**src/shared/slot_ctrl_pkg.sv**
```systemverilog
package slot_ctrl_pkg;

   // ***********************************************
   // command bytes
   // ***********************************************
   localparam logic [7:0] CMD_RESULT = 8'h00;
   localparam logic [7:0] CMD_CONV_CTRL = 8'h01;
   localparam logic [7:0] CMD_SLOT_A = 8'h02;
   localparam logic [7:0] CMD_SLOT_B = 8'h03;
   localparam logic [7:0] CMD_LAST_VALID = 8'h07;

   // ***********************************************
   // field positions
   // ***********************************************
   localparam int CONV_BUSY_BIT = 7;
   localparam int CONV_SLOT_BIT = 4;
   localparam int CONV_QTY_BIT = 3;
   localparam int CONV_SUP_LSB = 0;
   localparam int CONV_SUP_W = 3;
   localparam int SLOT_AUX_GOOD_BIT = 7;
   localparam int SLOT_MAIN_GOOD_BIT = 6;
   localparam int SLOT_GATE_BIT = 2;
   localparam int SLOT_MAIN_BIT = 1;
   localparam int SLOT_AUX_BIT = 0;

   // ***********************************************
   // supply codes
   // ***********************************************
   localparam logic [2:0] SUP_NONE = 3'h0;
   localparam logic [2:0] SUP_3V3 = 3'h1;
   localparam logic [2:0] SUP_12V = 3'h3;
   localparam logic [2:0] SUP_AUX = 3'h5;

   // ***********************************************
   // reset values
   // ***********************************************
   localparam logic [7:0] CONV_CTRL_RESET = 8'h00;
   localparam logic [7:0] SLOT_CTRL_RESET = 8'h00;
   localparam logic [7:0] RESULT_RESET = 8'h00;
   localparam logic [7:0] READ_IDLE = 8'h00;

   // ***********************************************
   // timing
   // ***********************************************
   localparam int unsigned CLOCK_HZ = 25_000_000;
   localparam int unsigned CONV_WAIT_MS = 100;
   localparam int unsigned CONV_WAIT_CYCLES = CONV_WAIT_MS * (CLOCK_HZ / 1000);
   localparam int unsigned CONV_MARGIN_CYCLES = 4;
   localparam int NUM_SLOTS = 2;

   typedef enum logic [1:0] {
      CONV_IDLE,
      CONV_LAUNCH,
      CONV_WAIT
   } conv_state_t;

endpackage : slot_ctrl_pkg

```
**src/shared/slot_if.sv**
```systemverilog
`timescale 1ns/1ps
interface slot_if;
   logic wr;
   logic [7:0] wdata;
   logic override_n;
   logic aux_good;
   logic main_good;
   logic [7:0] rdata;
   logic main_on;
   logic aux_on;
   logic good_drive;

   modport ctl (
      output wr, wdata, override_n, aux_good, main_good,
      input rdata, main_on, aux_on, good_drive
   );
   modport slot (
      input wr, wdata, override_n, aux_good, main_good,
      output rdata, main_on, aux_on, good_drive
   );
endinterface : slot_if

```
**src/hotplug_adc_slot_control_regs.sv**
```systemverilog
`timescale 1ns/1ps
module hotplug_adc_slot_control_regs
   import slot_ctrl_pkg::*;
#(
   parameter int unsigned TIMEOUT_CYCLES = CONV_WAIT_CYCLES - CONV_MARGIN_CYCLES,
   parameter logic [7:0] TIMEOUT_RESULT = 8'hFF
)
(
   // clock and reset
   input wire logic clock_in,
   input wire logic rst_n_in,
   // register port from the serial framing logic
   input wire logic [7:0] reg_cmd_in,
   input wire logic reg_wr_in,
   input wire logic [7:0] reg_wdata_in,
   input wire logic reg_rd_in,
   output logic [7:0] reg_rdata_out,
   output logic reg_rvalid_out,
   // converter
   output logic conv_start_out,
   output logic conv_slot_out,
   output logic conv_quantity_out,
   output logic [2:0] conv_supply_out,
   input wire logic conv_done_in,
   input wire logic [7:0] conv_data_in,
   // slot a pins
   input wire logic slot_a_override_n_in,
   input wire logic slot_a_aux_good_in,
   input wire logic slot_a_main_good_in,
   output logic slot_a_main_on_out,
   output logic slot_a_aux_on_out,
   output logic slot_a_good_n_out,
   output logic slot_a_good_n_oe_out,
   // slot b pins
   input wire logic slot_b_override_n_in,
   input wire logic slot_b_aux_good_in,
   input wire logic slot_b_main_good_in,
   output logic slot_b_main_on_out,
   output logic slot_b_aux_on_out,
   output logic slot_b_good_n_out,
   output logic slot_b_good_n_oe_out
);

   localparam int CW = $clog2(TIMEOUT_CYCLES + 1);
   localparam int NSYNC = 3 * NUM_SLOTS;
   // override pins idle high, good comparators idle low
   localparam logic [NSYNC-1:0] SYNC_RESET = 6'h09;

   // ***********************************************
   // reset release
   // ***********************************************
   logic [1:0] rst_sync_q;
   logic rst_n;

   always_ff @(posedge clock_in or negedge rst_n_in)
   begin
      if (!rst_n_in)
         rst_sync_q <= 2'b00;
      else
         rst_sync_q <= {rst_sync_q[0], 1'b1};
   end

   assign rst_n = rst_sync_q[1];

   // ***********************************************
   // pin synchronisers
   // ***********************************************
   logic [NSYNC-1:0] pin_raw;
   logic [NSYNC-1:0] sync1_q;
   logic [NSYNC-1:0] sync2_q;

   // per slot: {main_good, aux_good, override_n}
   assign pin_raw = {slot_b_main_good_in, slot_b_aux_good_in, slot_b_override_n_in,
                     slot_a_main_good_in, slot_a_aux_good_in, slot_a_override_n_in};

   genvar s;
   generate
      for (s = 0; s < NSYNC; s++)
      begin : g_sync
         always_ff @(posedge clock_in or negedge rst_n)
         begin
            if (!rst_n)
            begin
               sync1_q[s] <= SYNC_RESET[s];
               sync2_q[s] <= SYNC_RESET[s];
            end
            else
            begin
               sync1_q[s] <= pin_raw[s];
               sync2_q[s] <= sync1_q[s];
            end
         end
      end
   endgenerate

   // ***********************************************
   // command decode
   // ***********************************************
   logic cmd_valid;
   logic wr_conv;
   logic [NUM_SLOTS-1:0] wr_slot;

   // commands above 0x07 are never decoded to any register
   assign cmd_valid = (reg_cmd_in <= CMD_LAST_VALID);
   assign wr_conv = reg_wr_in && cmd_valid && (reg_cmd_in == CMD_CONV_CTRL);
   assign wr_slot[0] = reg_wr_in && cmd_valid && (reg_cmd_in == CMD_SLOT_A);
   assign wr_slot[1] = reg_wr_in && cmd_valid && (reg_cmd_in == CMD_SLOT_B);

   // ***********************************************
   // conversion control register
   // ***********************************************
   conv_state_t state_q;
   logic busy_q;
   logic slot_sel_q;
   logic qty_q;
   logic [2:0] supply_q;
   logic start_q;
   logic [CW-1:0] count_q;
   logic [7:0] result_q;
   logic conv_accept;
   logic [2:0] wr_supply;
   logic timeout_hit;

   assign wr_supply = reg_wdata_in[CONV_SUP_LSB +: CONV_SUP_W];
   // writes during a conversion are refused whole, so the running
   // selection stays stable until its result lands
   assign conv_accept = wr_conv && !busy_q;
   assign timeout_hit = (count_q == CW'(TIMEOUT_CYCLES - 1));

   always_ff @(posedge clock_in or negedge rst_n)
   begin
      if (!rst_n)
      begin
         slot_sel_q <= CONV_CTRL_RESET[CONV_SLOT_BIT];
         qty_q <= CONV_CTRL_RESET[CONV_QTY_BIT];
         supply_q <= CONV_CTRL_RESET[CONV_SUP_LSB +: CONV_SUP_W];
      end
      else if (conv_accept)
      begin
         // one byte carries all three selections
         slot_sel_q <= reg_wdata_in[CONV_SLOT_BIT];
         qty_q <= reg_wdata_in[CONV_QTY_BIT];
         supply_q <= wr_supply;
      end
   end

   // ***********************************************
   // conversion sequencer
   // ***********************************************
   always_ff @(posedge clock_in or negedge rst_n)
   begin
      if (!rst_n)
      begin
         state_q <= CONV_IDLE;
         busy_q <= CONV_CTRL_RESET[CONV_BUSY_BIT];
      end
      else
      begin
         case (state_q)
            CONV_IDLE:
            begin
               // code 000 stores the selection but starts nothing; the
               // undefined codes are passed on to the converter unchanged
               if (conv_accept && (wr_supply != SUP_NONE))
               begin
                  state_q <= CONV_LAUNCH;
                  busy_q <= 1'b1;
               end
            end
            CONV_LAUNCH:
            begin
               state_q <= CONV_WAIT;
            end
            CONV_WAIT:
            begin
               if (conv_done_in || timeout_hit)
               begin
                  state_q <= CONV_IDLE;
                  busy_q <= 1'b0;
               end
            end
            default:
            begin
               state_q <= CONV_IDLE;
               busy_q <= 1'b0;
            end
         endcase
      end
   end

   always_ff @(posedge clock_in or negedge rst_n)
   begin
      if (!rst_n)
         start_q <= 1'b0;
      else
         start_q <= (state_q == CONV_IDLE) && conv_accept && (wr_supply != SUP_NONE);
   end

   // bounds the wait so busy always clears inside the host's fixed wait
   always_ff @(posedge clock_in or negedge rst_n)
   begin
      if (!rst_n)
         count_q <= '0;
      else if (state_q != CONV_WAIT)
         count_q <= '0;
      else if (!timeout_hit)
         count_q <= count_q + CW'(1);
   end

   // ***********************************************
   // result register
   // ***********************************************
   // a silent converter leaves a marker value instead of a stale sample
   always_ff @(posedge clock_in or negedge rst_n)
   begin
      if (!rst_n)
         result_q <= RESULT_RESET;
      else if (state_q == CONV_WAIT)
      begin
         if (conv_done_in)
            result_q <= conv_data_in;
         else if (timeout_hit)
            result_q <= TIMEOUT_RESULT;
      end
   end

   // ***********************************************
   // slot controllers
   // ***********************************************
   slot_if slot_bus[NUM_SLOTS] ();

   genvar g;
   generate
      for (g = 0; g < NUM_SLOTS; g++)
      begin : g_slot
         assign slot_bus[g].wr = wr_slot[g];
         assign slot_bus[g].wdata = reg_wdata_in;
         assign slot_bus[g].override_n = sync2_q[3 * g];
         assign slot_bus[g].aux_good = sync2_q[3 * g + 1];
         assign slot_bus[g].main_good = sync2_q[3 * g + 2];

         slot_power_ctrl u_slot (
            .clock_in (clock_in),
            .rst_n_in (rst_n),
            .bus (slot_bus[g])
         );
      end
   endgenerate

   // ***********************************************
   // register read
   // ***********************************************
   logic [7:0] rd_mux;
   logic [7:0] rdata_q;
   logic rvalid_q;
   logic [7:0] slot_a_rdata;
   logic [7:0] slot_b_rdata;

   assign slot_a_rdata = slot_bus[0].rdata;
   assign slot_b_rdata = slot_bus[1].rdata;

   always_comb
   begin
      rd_mux = READ_IDLE;
      if (cmd_valid)
      begin
         case (reg_cmd_in)
            CMD_RESULT: rd_mux = result_q;
            CMD_CONV_CTRL: rd_mux = {busy_q, 2'b00, slot_sel_q, qty_q, supply_q};
            CMD_SLOT_A: rd_mux = slot_a_rdata;
            CMD_SLOT_B: rd_mux = slot_b_rdata;
            default: rd_mux = READ_IDLE;
         endcase
      end
   end

   always_ff @(posedge clock_in or negedge rst_n)
   begin
      if (!rst_n)
      begin
         rdata_q <= READ_IDLE;
         rvalid_q <= 1'b0;
      end
      else
      begin
         rvalid_q <= reg_rd_in;
         if (reg_rd_in)
            rdata_q <= rd_mux;
      end
   end

   // ***********************************************
   // power-good pin level
   // ***********************************************
   // open-drain: the pin is only ever pulled low, the enable does the work
   logic [NUM_SLOTS-1:0] good_level_q;

   always_ff @(posedge clock_in or negedge rst_n)
   begin
      if (!rst_n)
         good_level_q <= '0;
      else
         good_level_q <= '0;
   end

   // ***********************************************
   // outputs
   // ***********************************************
   assign reg_rdata_out = rdata_q;
   assign reg_rvalid_out = rvalid_q;
   assign conv_start_out = start_q;
   assign conv_slot_out = slot_sel_q;
   assign conv_quantity_out = qty_q;
   assign conv_supply_out = supply_q;
   assign slot_a_main_on_out = slot_bus[0].main_on;
   assign slot_a_aux_on_out = slot_bus[0].aux_on;
   assign slot_a_good_n_out = good_level_q[0];
   assign slot_a_good_n_oe_out = slot_bus[0].good_drive;
   assign slot_b_main_on_out = slot_bus[1].main_on;
   assign slot_b_aux_on_out = slot_bus[1].aux_on;
   assign slot_b_good_n_out = good_level_q[1];
   assign slot_b_good_n_oe_out = slot_bus[1].good_drive;

endmodule : hotplug_adc_slot_control_regs

```
**src/slot_power_ctrl.sv**
```systemverilog
`timescale 1ns/1ps
module slot_power_ctrl
   import slot_ctrl_pkg::*;
(
   // clock and reset
   input wire logic clock_in,
   input wire logic rst_n_in,
   // controller side
   slot_if.slot bus
);

   logic gate_q;
   logic main_q;
   logic aux_q;
   logic main_on_q;
   logic aux_on_q;
   logic good_drive_q;
   logic forced;

   // ***********************************************
   // writable control bits
   // ***********************************************
   always_ff @(posedge clock_in or negedge rst_n_in)
   begin
      if (!rst_n_in)
      begin
         gate_q <= SLOT_CTRL_RESET[SLOT_GATE_BIT];
         main_q <= SLOT_CTRL_RESET[SLOT_MAIN_BIT];
         aux_q <= SLOT_CTRL_RESET[SLOT_AUX_BIT];
      end
      else if (bus.wr)
      begin
         // only bits 2..0 are stored, the rest is dropped
         gate_q <= bus.wdata[SLOT_GATE_BIT];
         main_q <= bus.wdata[SLOT_MAIN_BIT];
         aux_q <= bus.wdata[SLOT_AUX_BIT];
      end
   end

   // override only acts while the gate bit is clear
   assign forced = !bus.override_n && !gate_q;

   // ***********************************************
   // output switches
   // ***********************************************
   always_ff @(posedge clock_in or negedge rst_n_in)
   begin
      if (!rst_n_in)
      begin
         main_on_q <= 1'b0;
         aux_on_q <= 1'b0;
      end
      else
      begin
         // diagnostic override brings both switches up regardless of the main and aux bits
         main_on_q <= main_q || forced;
         aux_on_q <= aux_q || forced;
      end
   end

   // ***********************************************
   // power-good pin drive
   // ***********************************************
   always_ff @(posedge clock_in or negedge rst_n_in)
   begin
      if (!rst_n_in)
         good_drive_q <= 1'b0;
      else
         good_drive_q <= bus.aux_good && bus.main_good && !forced;
   end

   // status bits come straight from the comparators, untouched by override
   assign bus.rdata = {bus.aux_good, bus.main_good, 3'b000, gate_q, main_q, aux_q};
   assign bus.main_on = main_on_q;
   assign bus.aux_on = aux_on_q;
   assign bus.good_drive = good_drive_q;

endmodule : slot_power_ctrl

```
**config.mk**
```make
export PLATFORM = sky130hd
export DESIGN_NAME = hotplug_adc_slot_control_regs
export DESIGN_NICKNAME = d
export VERILOG_FILES = /design/src/shared/slot_ctrl_pkg.sv /design/src/shared/slot_if.sv /design/src/hotplug_adc_slot_control_regs.sv /design/src/slot_power_ctrl.sv
export SDC_FILE = /design/constraint.sdc
export NUM_CORES = 1
export LEC_CHECK = 0
export ABC_AREA = 1
export ABC_CLOCK_PERIOD_IN_PS = 3000
export BUFFER_PORTS_ARGS = -buffer_cell sky130_fd_sc_hd__buf_4
export CORE_MARGIN = 2
export CORE_UTILIZATION = 50
export CTS_BUF_LIST = sky130_fd_sc_hd__clkbuf_16
export CTS_CLUSTER_SIZE = 14
export DETAILED_ROUTE_END_ITERATION = 10
export PLACE_DENSITY = 0.72
export REMOVE_ABC_BUFFERS = 1
export SYNTH_ARGS = -nofsm -noshare
export SYNTH_HDL_FRONTEND = slang
export SYNTH_SLANG_ARGS = --single-unit
```
**constraint.sdc**
```tcl
create_clock -name clock_in -period 3 [get_ports clock_in]
set_input_delay 0.6 -clock clock_in [delete_from_list [all_inputs] [get_ports clock_in]]
set_output_delay 0.6 -clock clock_in [all_outputs]
set_load 0.05 [all_outputs]
```
; After elaboration in Yosys (flattened, before gate mapping)
; Index checks and enable logic that the tools add are counted.
[op_classes]
magnitude_cmp = 1
reduce_logical = 33
n_addsub = 1
n_bitwise = 1
eq_ne = 10
n_mux = 12
[ops]
columns = cell, n
row1 = 2-to-1 mux 22 bit, 2
row2 = case mux 8 bit (4 select lines), 1
row3 = 2-to-1 mux 8 bit, 3
row4 = "adder 22 x 1 -> 22 bit, second input constant", 1
row5 = "equality test 22 bit, second input constant", 1
row6 = "equality test 8 x 2 -> 1 bit, second input constant", 2
row7 = logical AND 1 bit, 14
row8 = "equality test 8 x 1 -> 1 bit, second input constant", 1
row9 = "less-or-equal comparator 8 x 3 -> 1 bit, second input constant", 1
row10 = zero test 8 bit, 1
row11 = zero test 1 bit, 7
row12 = "inequality test 2 bit, second input constant", 3
row13 = case mux 2 bit (3 select lines), 1
row14 = logical OR 1 bit, 5
row15 = 2-to-1 mux 2 bit, 2
row16 = AND reduction 2 bit, 2
row17 = case mux 1 bit (3 select lines), 1
row18 = AND reduction 3 bit, 1
row19 = nonzero test 3 bit, 1
row20 = "equality test 2 x 1 -> 1 bit, second input constant", 1
row21 = "equality test 2 bit, second input constant", 1
row22 = zero test 2 bit, 1
row23 = 2-to-1 mux 1 bit, 2
row24 = "inequality test 2 x 1 -> 1 bit, second input constant", 1
row25 = other kinds (2), 2
[totals]
reg_bits = 74
inputBits = 35
word_cells = 93

; Logic depth before layout (Yosys ltp)
[logic_depth]
word_depth = 7
ltp_mapped = 10

; Cells and area by module
; A second synthesis with hierarchy kept.
[unflattened]
cells_unflattened = 418
area_unflattened_um2 = 3538.4
[modules_own_cells]
columns = module, seq_area_each_um2, n_inst, area_each_um2, cells_per_inst
row1 = hotplug_adc_slot_control_regs, 1556.5, 1, 2982.9, 358
row2 = slot_power_ctrl, 150.1, 2, 277.8, 30

; Worst setup path before layout
; No wires, ideal clock.
[synth_path]
path_type = input-to-reg
start = in reg_cmd_in[5]
end = reg busy_q
path_stages = 8
required_ps = 2884
setup_ps = 116
arrival_ps = 1429
path_slack_ps = 1455
path_cell_list = nor2_1 -> nand2_2 -> nor2_4 -> nand4_1 -> nand2_1 -> nand2_1 -> nand2_1 -> nand2_1
[synth_via]
elab_chain_cells = 7
word_cells_on_any_way = 8
classes_between = order compare: 1 / eq/ne: 2 / reduce/logical: 5
[synth_rtl]
columns = element, line_no
row1 = "start, declared", hotplug_adc_slot_control_regs.sv:13  ; input wire logic [7:0] reg_cmd_in,
row2 = less-or-equal comparator 8 x 3 -> 1 bit, hotplug_adc_slot_control_regs.sv:104  ; assign cmd_valid = (reg_cmd_in <= CMD_LAST_VALID);
row3 = logical AND 1 bit, hotplug_adc_slot_control_regs.sv:105  ; assign wr_conv = reg_wr_in && cmd_valid && (reg_cmd_in == CMD_CONV_CTRL);
row4 = logical AND 1 bit *, hotplug_adc_slot_control_regs.sv:105
row5 = logical AND 1 bit *, hotplug_adc_slot_control_regs.sv:127  ; assign conv_accept = wr_conv && !busy_q;
row6 = logical AND 1 bit *, hotplug_adc_slot_control_regs.sv:164  ; if (conv_accept && (wr_supply != SUP_NONE))
row7 = inequality test 2 bit (no source line) *, n/a
row8 = AND reduction 3 bit (no source line) *, n/a
row9 = "end signal, assigned", hotplug_adc_slot_control_regs.sv:155  ; busy_q <= CONV_CTRL_RESET[CONV_BUSY_BIT];
row10 = "end, declared", hotplug_adc_slot_control_regs.sv:113  ; logic busy_q;
; Every way passes the cells marked *; elsewhere a longest branch is shown, timed or not.
; A chain may end at the register's enable or synchronous reset.

; Worst setup path after layout
[layout_path]
start = reg count_q[0]
end = reg count_q[16]
[layout_via]
elab_chain_cells = 3
word_cells_on_any_way = 5
classes_between = add/sub: 1 / eq/ne: 2 / mux: 2
[layout_rtl]
columns = element, line_no
row1 = "start, declared", hotplug_adc_slot_control_regs.sv:118  ; logic [CW-1:0] count_q;
row2 = "start signal, assigned", hotplug_adc_slot_control_regs.sv:207  ; count_q <= count_q + CW'(1);
row3 = adder 22 x 1 -> 22 bit, hotplug_adc_slot_control_regs.sv:207
row4 = 2-to-1 mux 22 bit, hotplug_adc_slot_control_regs.sv:206  ; else if (!timeout_hit)
row5 = 2-to-1 mux 22 bit, hotplug_adc_slot_control_regs.sv:204  ; else if (state_q != CONV_WAIT)
; Parallel ways exist; a longest one is shown, timed or not. The select of a mux whose other input is x is not followed.

==> results_dict.tcl <==
set metrics [dict create \
    status "complete, no violations" \
    p_leak_nw 1.99 \
    worstReg2RegEnd "count_q[16]$_DFFE_PN0P_" \
    fin_crit_ns 1.63 \
    synth_top_family_by_area "simple AND/OR/NAND/NOR gates" \
    track_usage 0.206 \
    synth-compound-area-share 0.100 \
    start_util 0.519 \
    syn_area_per_cell_um2 8.88 \
    fmax_mhz 613 \
    setup_viol 0 \
    synth_fa_ha_area_frac 0.00378 \
    postCtsSetupBuffers 0 \
    overflow 0 \
    reg2regPathDepth 8 \
    ir_drop_mv 0.368 \
    drive_above_1_share 0.220 \
    final_cell_mix "86 x nand2_1, 69 x dfrtp_1, 54 x buf_4, 46 x nor2_1, 41 x inv_1" \
    antenna_cells 0 \
    first_iter_violations 111 \
    drc 0 \
    antenna_found_initial 0 \
    nFillCells 539 \
    grt_pass1_wl_mm 11.7 \
    synth-simple-area-share 0.266 \
    skew_ns 0.00487 \
    die_w_um 85.4 \
    netlist_area_mm2 0.00331 \
    viasPerCell 5.01 \
    routabilityCongestion 0.849 \
    r2r-start "count_q[0]$_DFFE_PN0P_" \
    routedWlPerCell_um 12.8 \
    holdBufCountCts 0 \
    tns_ns 0 \
    synth-seq-area-share 0.561 \
    io_buffers 52 \
    root_buffer "clkbuf_16" \
    ios 58 \
    hp-class "in2async" \
    hpwl_mm 4.77 \
    grt_pass1_vias 2648 \
    critPathRequiredTime_ns 3.23 \
    post-route-util 0.639 \
    synth_area_leader_cell "dfrtp_1" \
    layout_commonest_cell "nand2_1" \
    worstSetupPathType "reg2reg" \
    grt_max_degree 33 \
    synth-xor-area-share 0.00793 \
    finalHoldViolCount 0 \
    max_cap_viol_count 0 \
    critPathLaunch "count_q[0]$_DFFE_PN0P_" \
    vias 2591 \
    ys_top_cells_by_area "dfrtp_1 53%, nand2_1 9.7%, nor2_1 5.2%, inv_1 4.6%, o21ai_0 4.1%" \
    grt_setup_unrepaired "false" \
    clkTransAtPathRegs_ns 0.05 \
    ys.warnings.count 0 \
    die_h_um 85.4 \
    coreArea_mm2 0.00639 \
    areaGrowthSynthToFinish_pct 23.2 \
    cts_buffers 9 \
    critPathLaunchType "register" \
    final_area_mm2 0.00408 \
    synth_top_area_frac 0.529 \
    finalMaxSlewViolations 0 \
    cts_buffer_depth 2 \
    synth_cells 373 \
    worstSetupEndpoint "count_q[16]$_DFFE_PN0P_" \
    clock_latency_ns 0.33 \
    cts_resized 0 \
    final_nets 471 \
    first_pass_iters 4 \
    muxShareOfSynthArea 0.00302 \
    endpoint_kind "register" \
    routed_wirelength_mm 6.60 \
    synth_cell_type_count 35 \
    cts-htree-levels 3 \
    dieArea_mm2 0.00729 \
    crit_path_max_fanout 5 \
    critPathArrivalTime_ns 1.86 \
    min_period_over_period 0.544 \
    reg2reg_slack_ns 1.37 \
    clock-sinks 74 \
    rows 29 \
    ant_nets 0 \
    cts_tree "built" \
    place_area_mm2 0.00379 \
    powerDensity_mw_per_mm2 530 \
    ys_ff_latch 74 \
]
[critical path, cell delays in order (launching register included)]
cell     delay [ns]
dfrtp_1        0.41
ha_1           0.21
nand2_1        0.09
nor2_2         0.24
nand4_4        0.21
nor3_2         0.19
nand2_1        0.07
nand2_1        0.06
nor2_1         0.04
[registers in the layout (all words and copies together), names as in the netlist]
signal	flops
slot_bus.override_n	2
g_slot.u_slot.bus.main_on	2
sync1_q	6
result_q	8
g_slot.u_slot.gate_q	2
g_slot.u_slot.bus.aux_on	2
reg_rvalid_out	1
conv_quantity_out	1
slot_bus.main_good	2
g_slot.u_slot.aux_q	2
rst_sync_q	2
g_slot.u_slot.main_q	2
conv_supply_out	3
conv_start_out	1
slot_bus.aux_good	2
busy_q	1
count_q	22
reg_rdata_out	8
g_slot.u_slot.bus.good_drive	2
conv_slot_out	1
state_q	2
[area by class of cell]
cell class | count | area [um2] | share of cell area
sequential | 74 | 1860 | 0.456
multi-input combinational | 253 | 1270 | 0.312
timing repair buffer | 54 | 405 | 0.0994
clock buffer | 9 | 225 | 0.0552
inverter | 43 | 161 | 0.0396
tap | 77 | 96.3 | 0.0236
clock inverter | 7 | 60.1 | 0.0147
[cells in the mapped netlist]
| cell | count |
|---|---|
| a21o_1 | 2 |
| a21oi_1 | 15 |
| a21oi_2 | 1 |
| a22o_1 | 1 |
| a31oi_1 | 8 |
| buf_2 | 2 |
| buf_4 | 2 |
| clkinv_1 | 1 |
| conb_1 | 2 |
| dfrtp_1 | 70 |
| dfstp_2 | 4 |
| ha_1 | 1 |
| inv_1 | 41 |
| inv_2 | 1 |
| mux2i_1 | 1 |
| nand2_1 | 86 |
| nand2_2 | 5 |
| nand3_1 | 14 |
| nand3_2 | 2 |
| nand3_4 | 1 |
| nand3b_1 | 1 |
| nand4_1 | 6 |
| nand4_2 | 1 |
| nand4_4 | 1 |
| nor2_1 | 46 |
| nor2_2 | 2 |
| nor2_4 | 8 |
| nor3_1 | 7 |
| nor3_2 | 1 |
| nor4_1 | 1 |
| o21a_1 | 2 |
| o21ai_0 | 27 |
| o21ai_1 | 5 |
| or2_2 | 2 |
| xor2_1 | 3 |
[layer usage]
| metal | up-vias | part of all wire | GRT usage | routed length [um] |
|---|---|---|---|---|
| met1 | 1198 | 0.45 | 0.261 | 2950 |
| met5 | - | 0 | 0 | 0 |
| met4 | 0 | 0.019 | 0.0952 | 125 |
| met3 | 12 | 0.041 | 0.0379 | 269 |
| li1 | 1325 | - | - | - |
| met2 | 56 | 0.49 | 0.343 | 3260 |
[through the flow]
step	power, mW	hold WS [ns]	instances	setup WS [ns]
after floorplan	1.10	0.304	370	0.794
final	2.16	0.0396	517	1.37
after global placement	1.16	0.214	501	1.17
after detailed placement	1.16	0.213	501	1.14
after CTS	2.18	0.0336	517	1.36
after global routing	2.24	0.0346	517	1.22
[power by group]
group	internal, mW	switching (mW)	total (mW)
combinational	0.0415	0.0666	0.108
sequential	1.02	0.0113	1.03
clock	0.633	0.394	1.03
total	1.69	0.472	2.16
[cell families (layout without fill, tap and decap cells)]
kind of cell	after synthesis	count (layout)
buffers and inverters	47	113
muxes	1	1
and+or+nand+nor	184	184
other	2	3
adders and majority gates	1	1
DFF	74	74
xor gates and xnor gates	3	3
AOI/OAI and AO/OA	61	61
[worst min-delay path by stage]
stage	endpoint	depth (start not counted)
after floorplan	rst_sync_q[0]$_DFF_PN0_	0
after detailed placement	count_q[2]$_DFFE_PN0P_	0
after global routing	rst_sync_q[1]$_DFF_PN0_	1
final	rst_sync_q[0]$_DFF_PN0_	1
after CTS	rst_sync_q[0]$_DFF_PN0_	1
after global placement	count_q[3]$_DFFE_PN0P_	0
(Power assumes the default switching activity.)
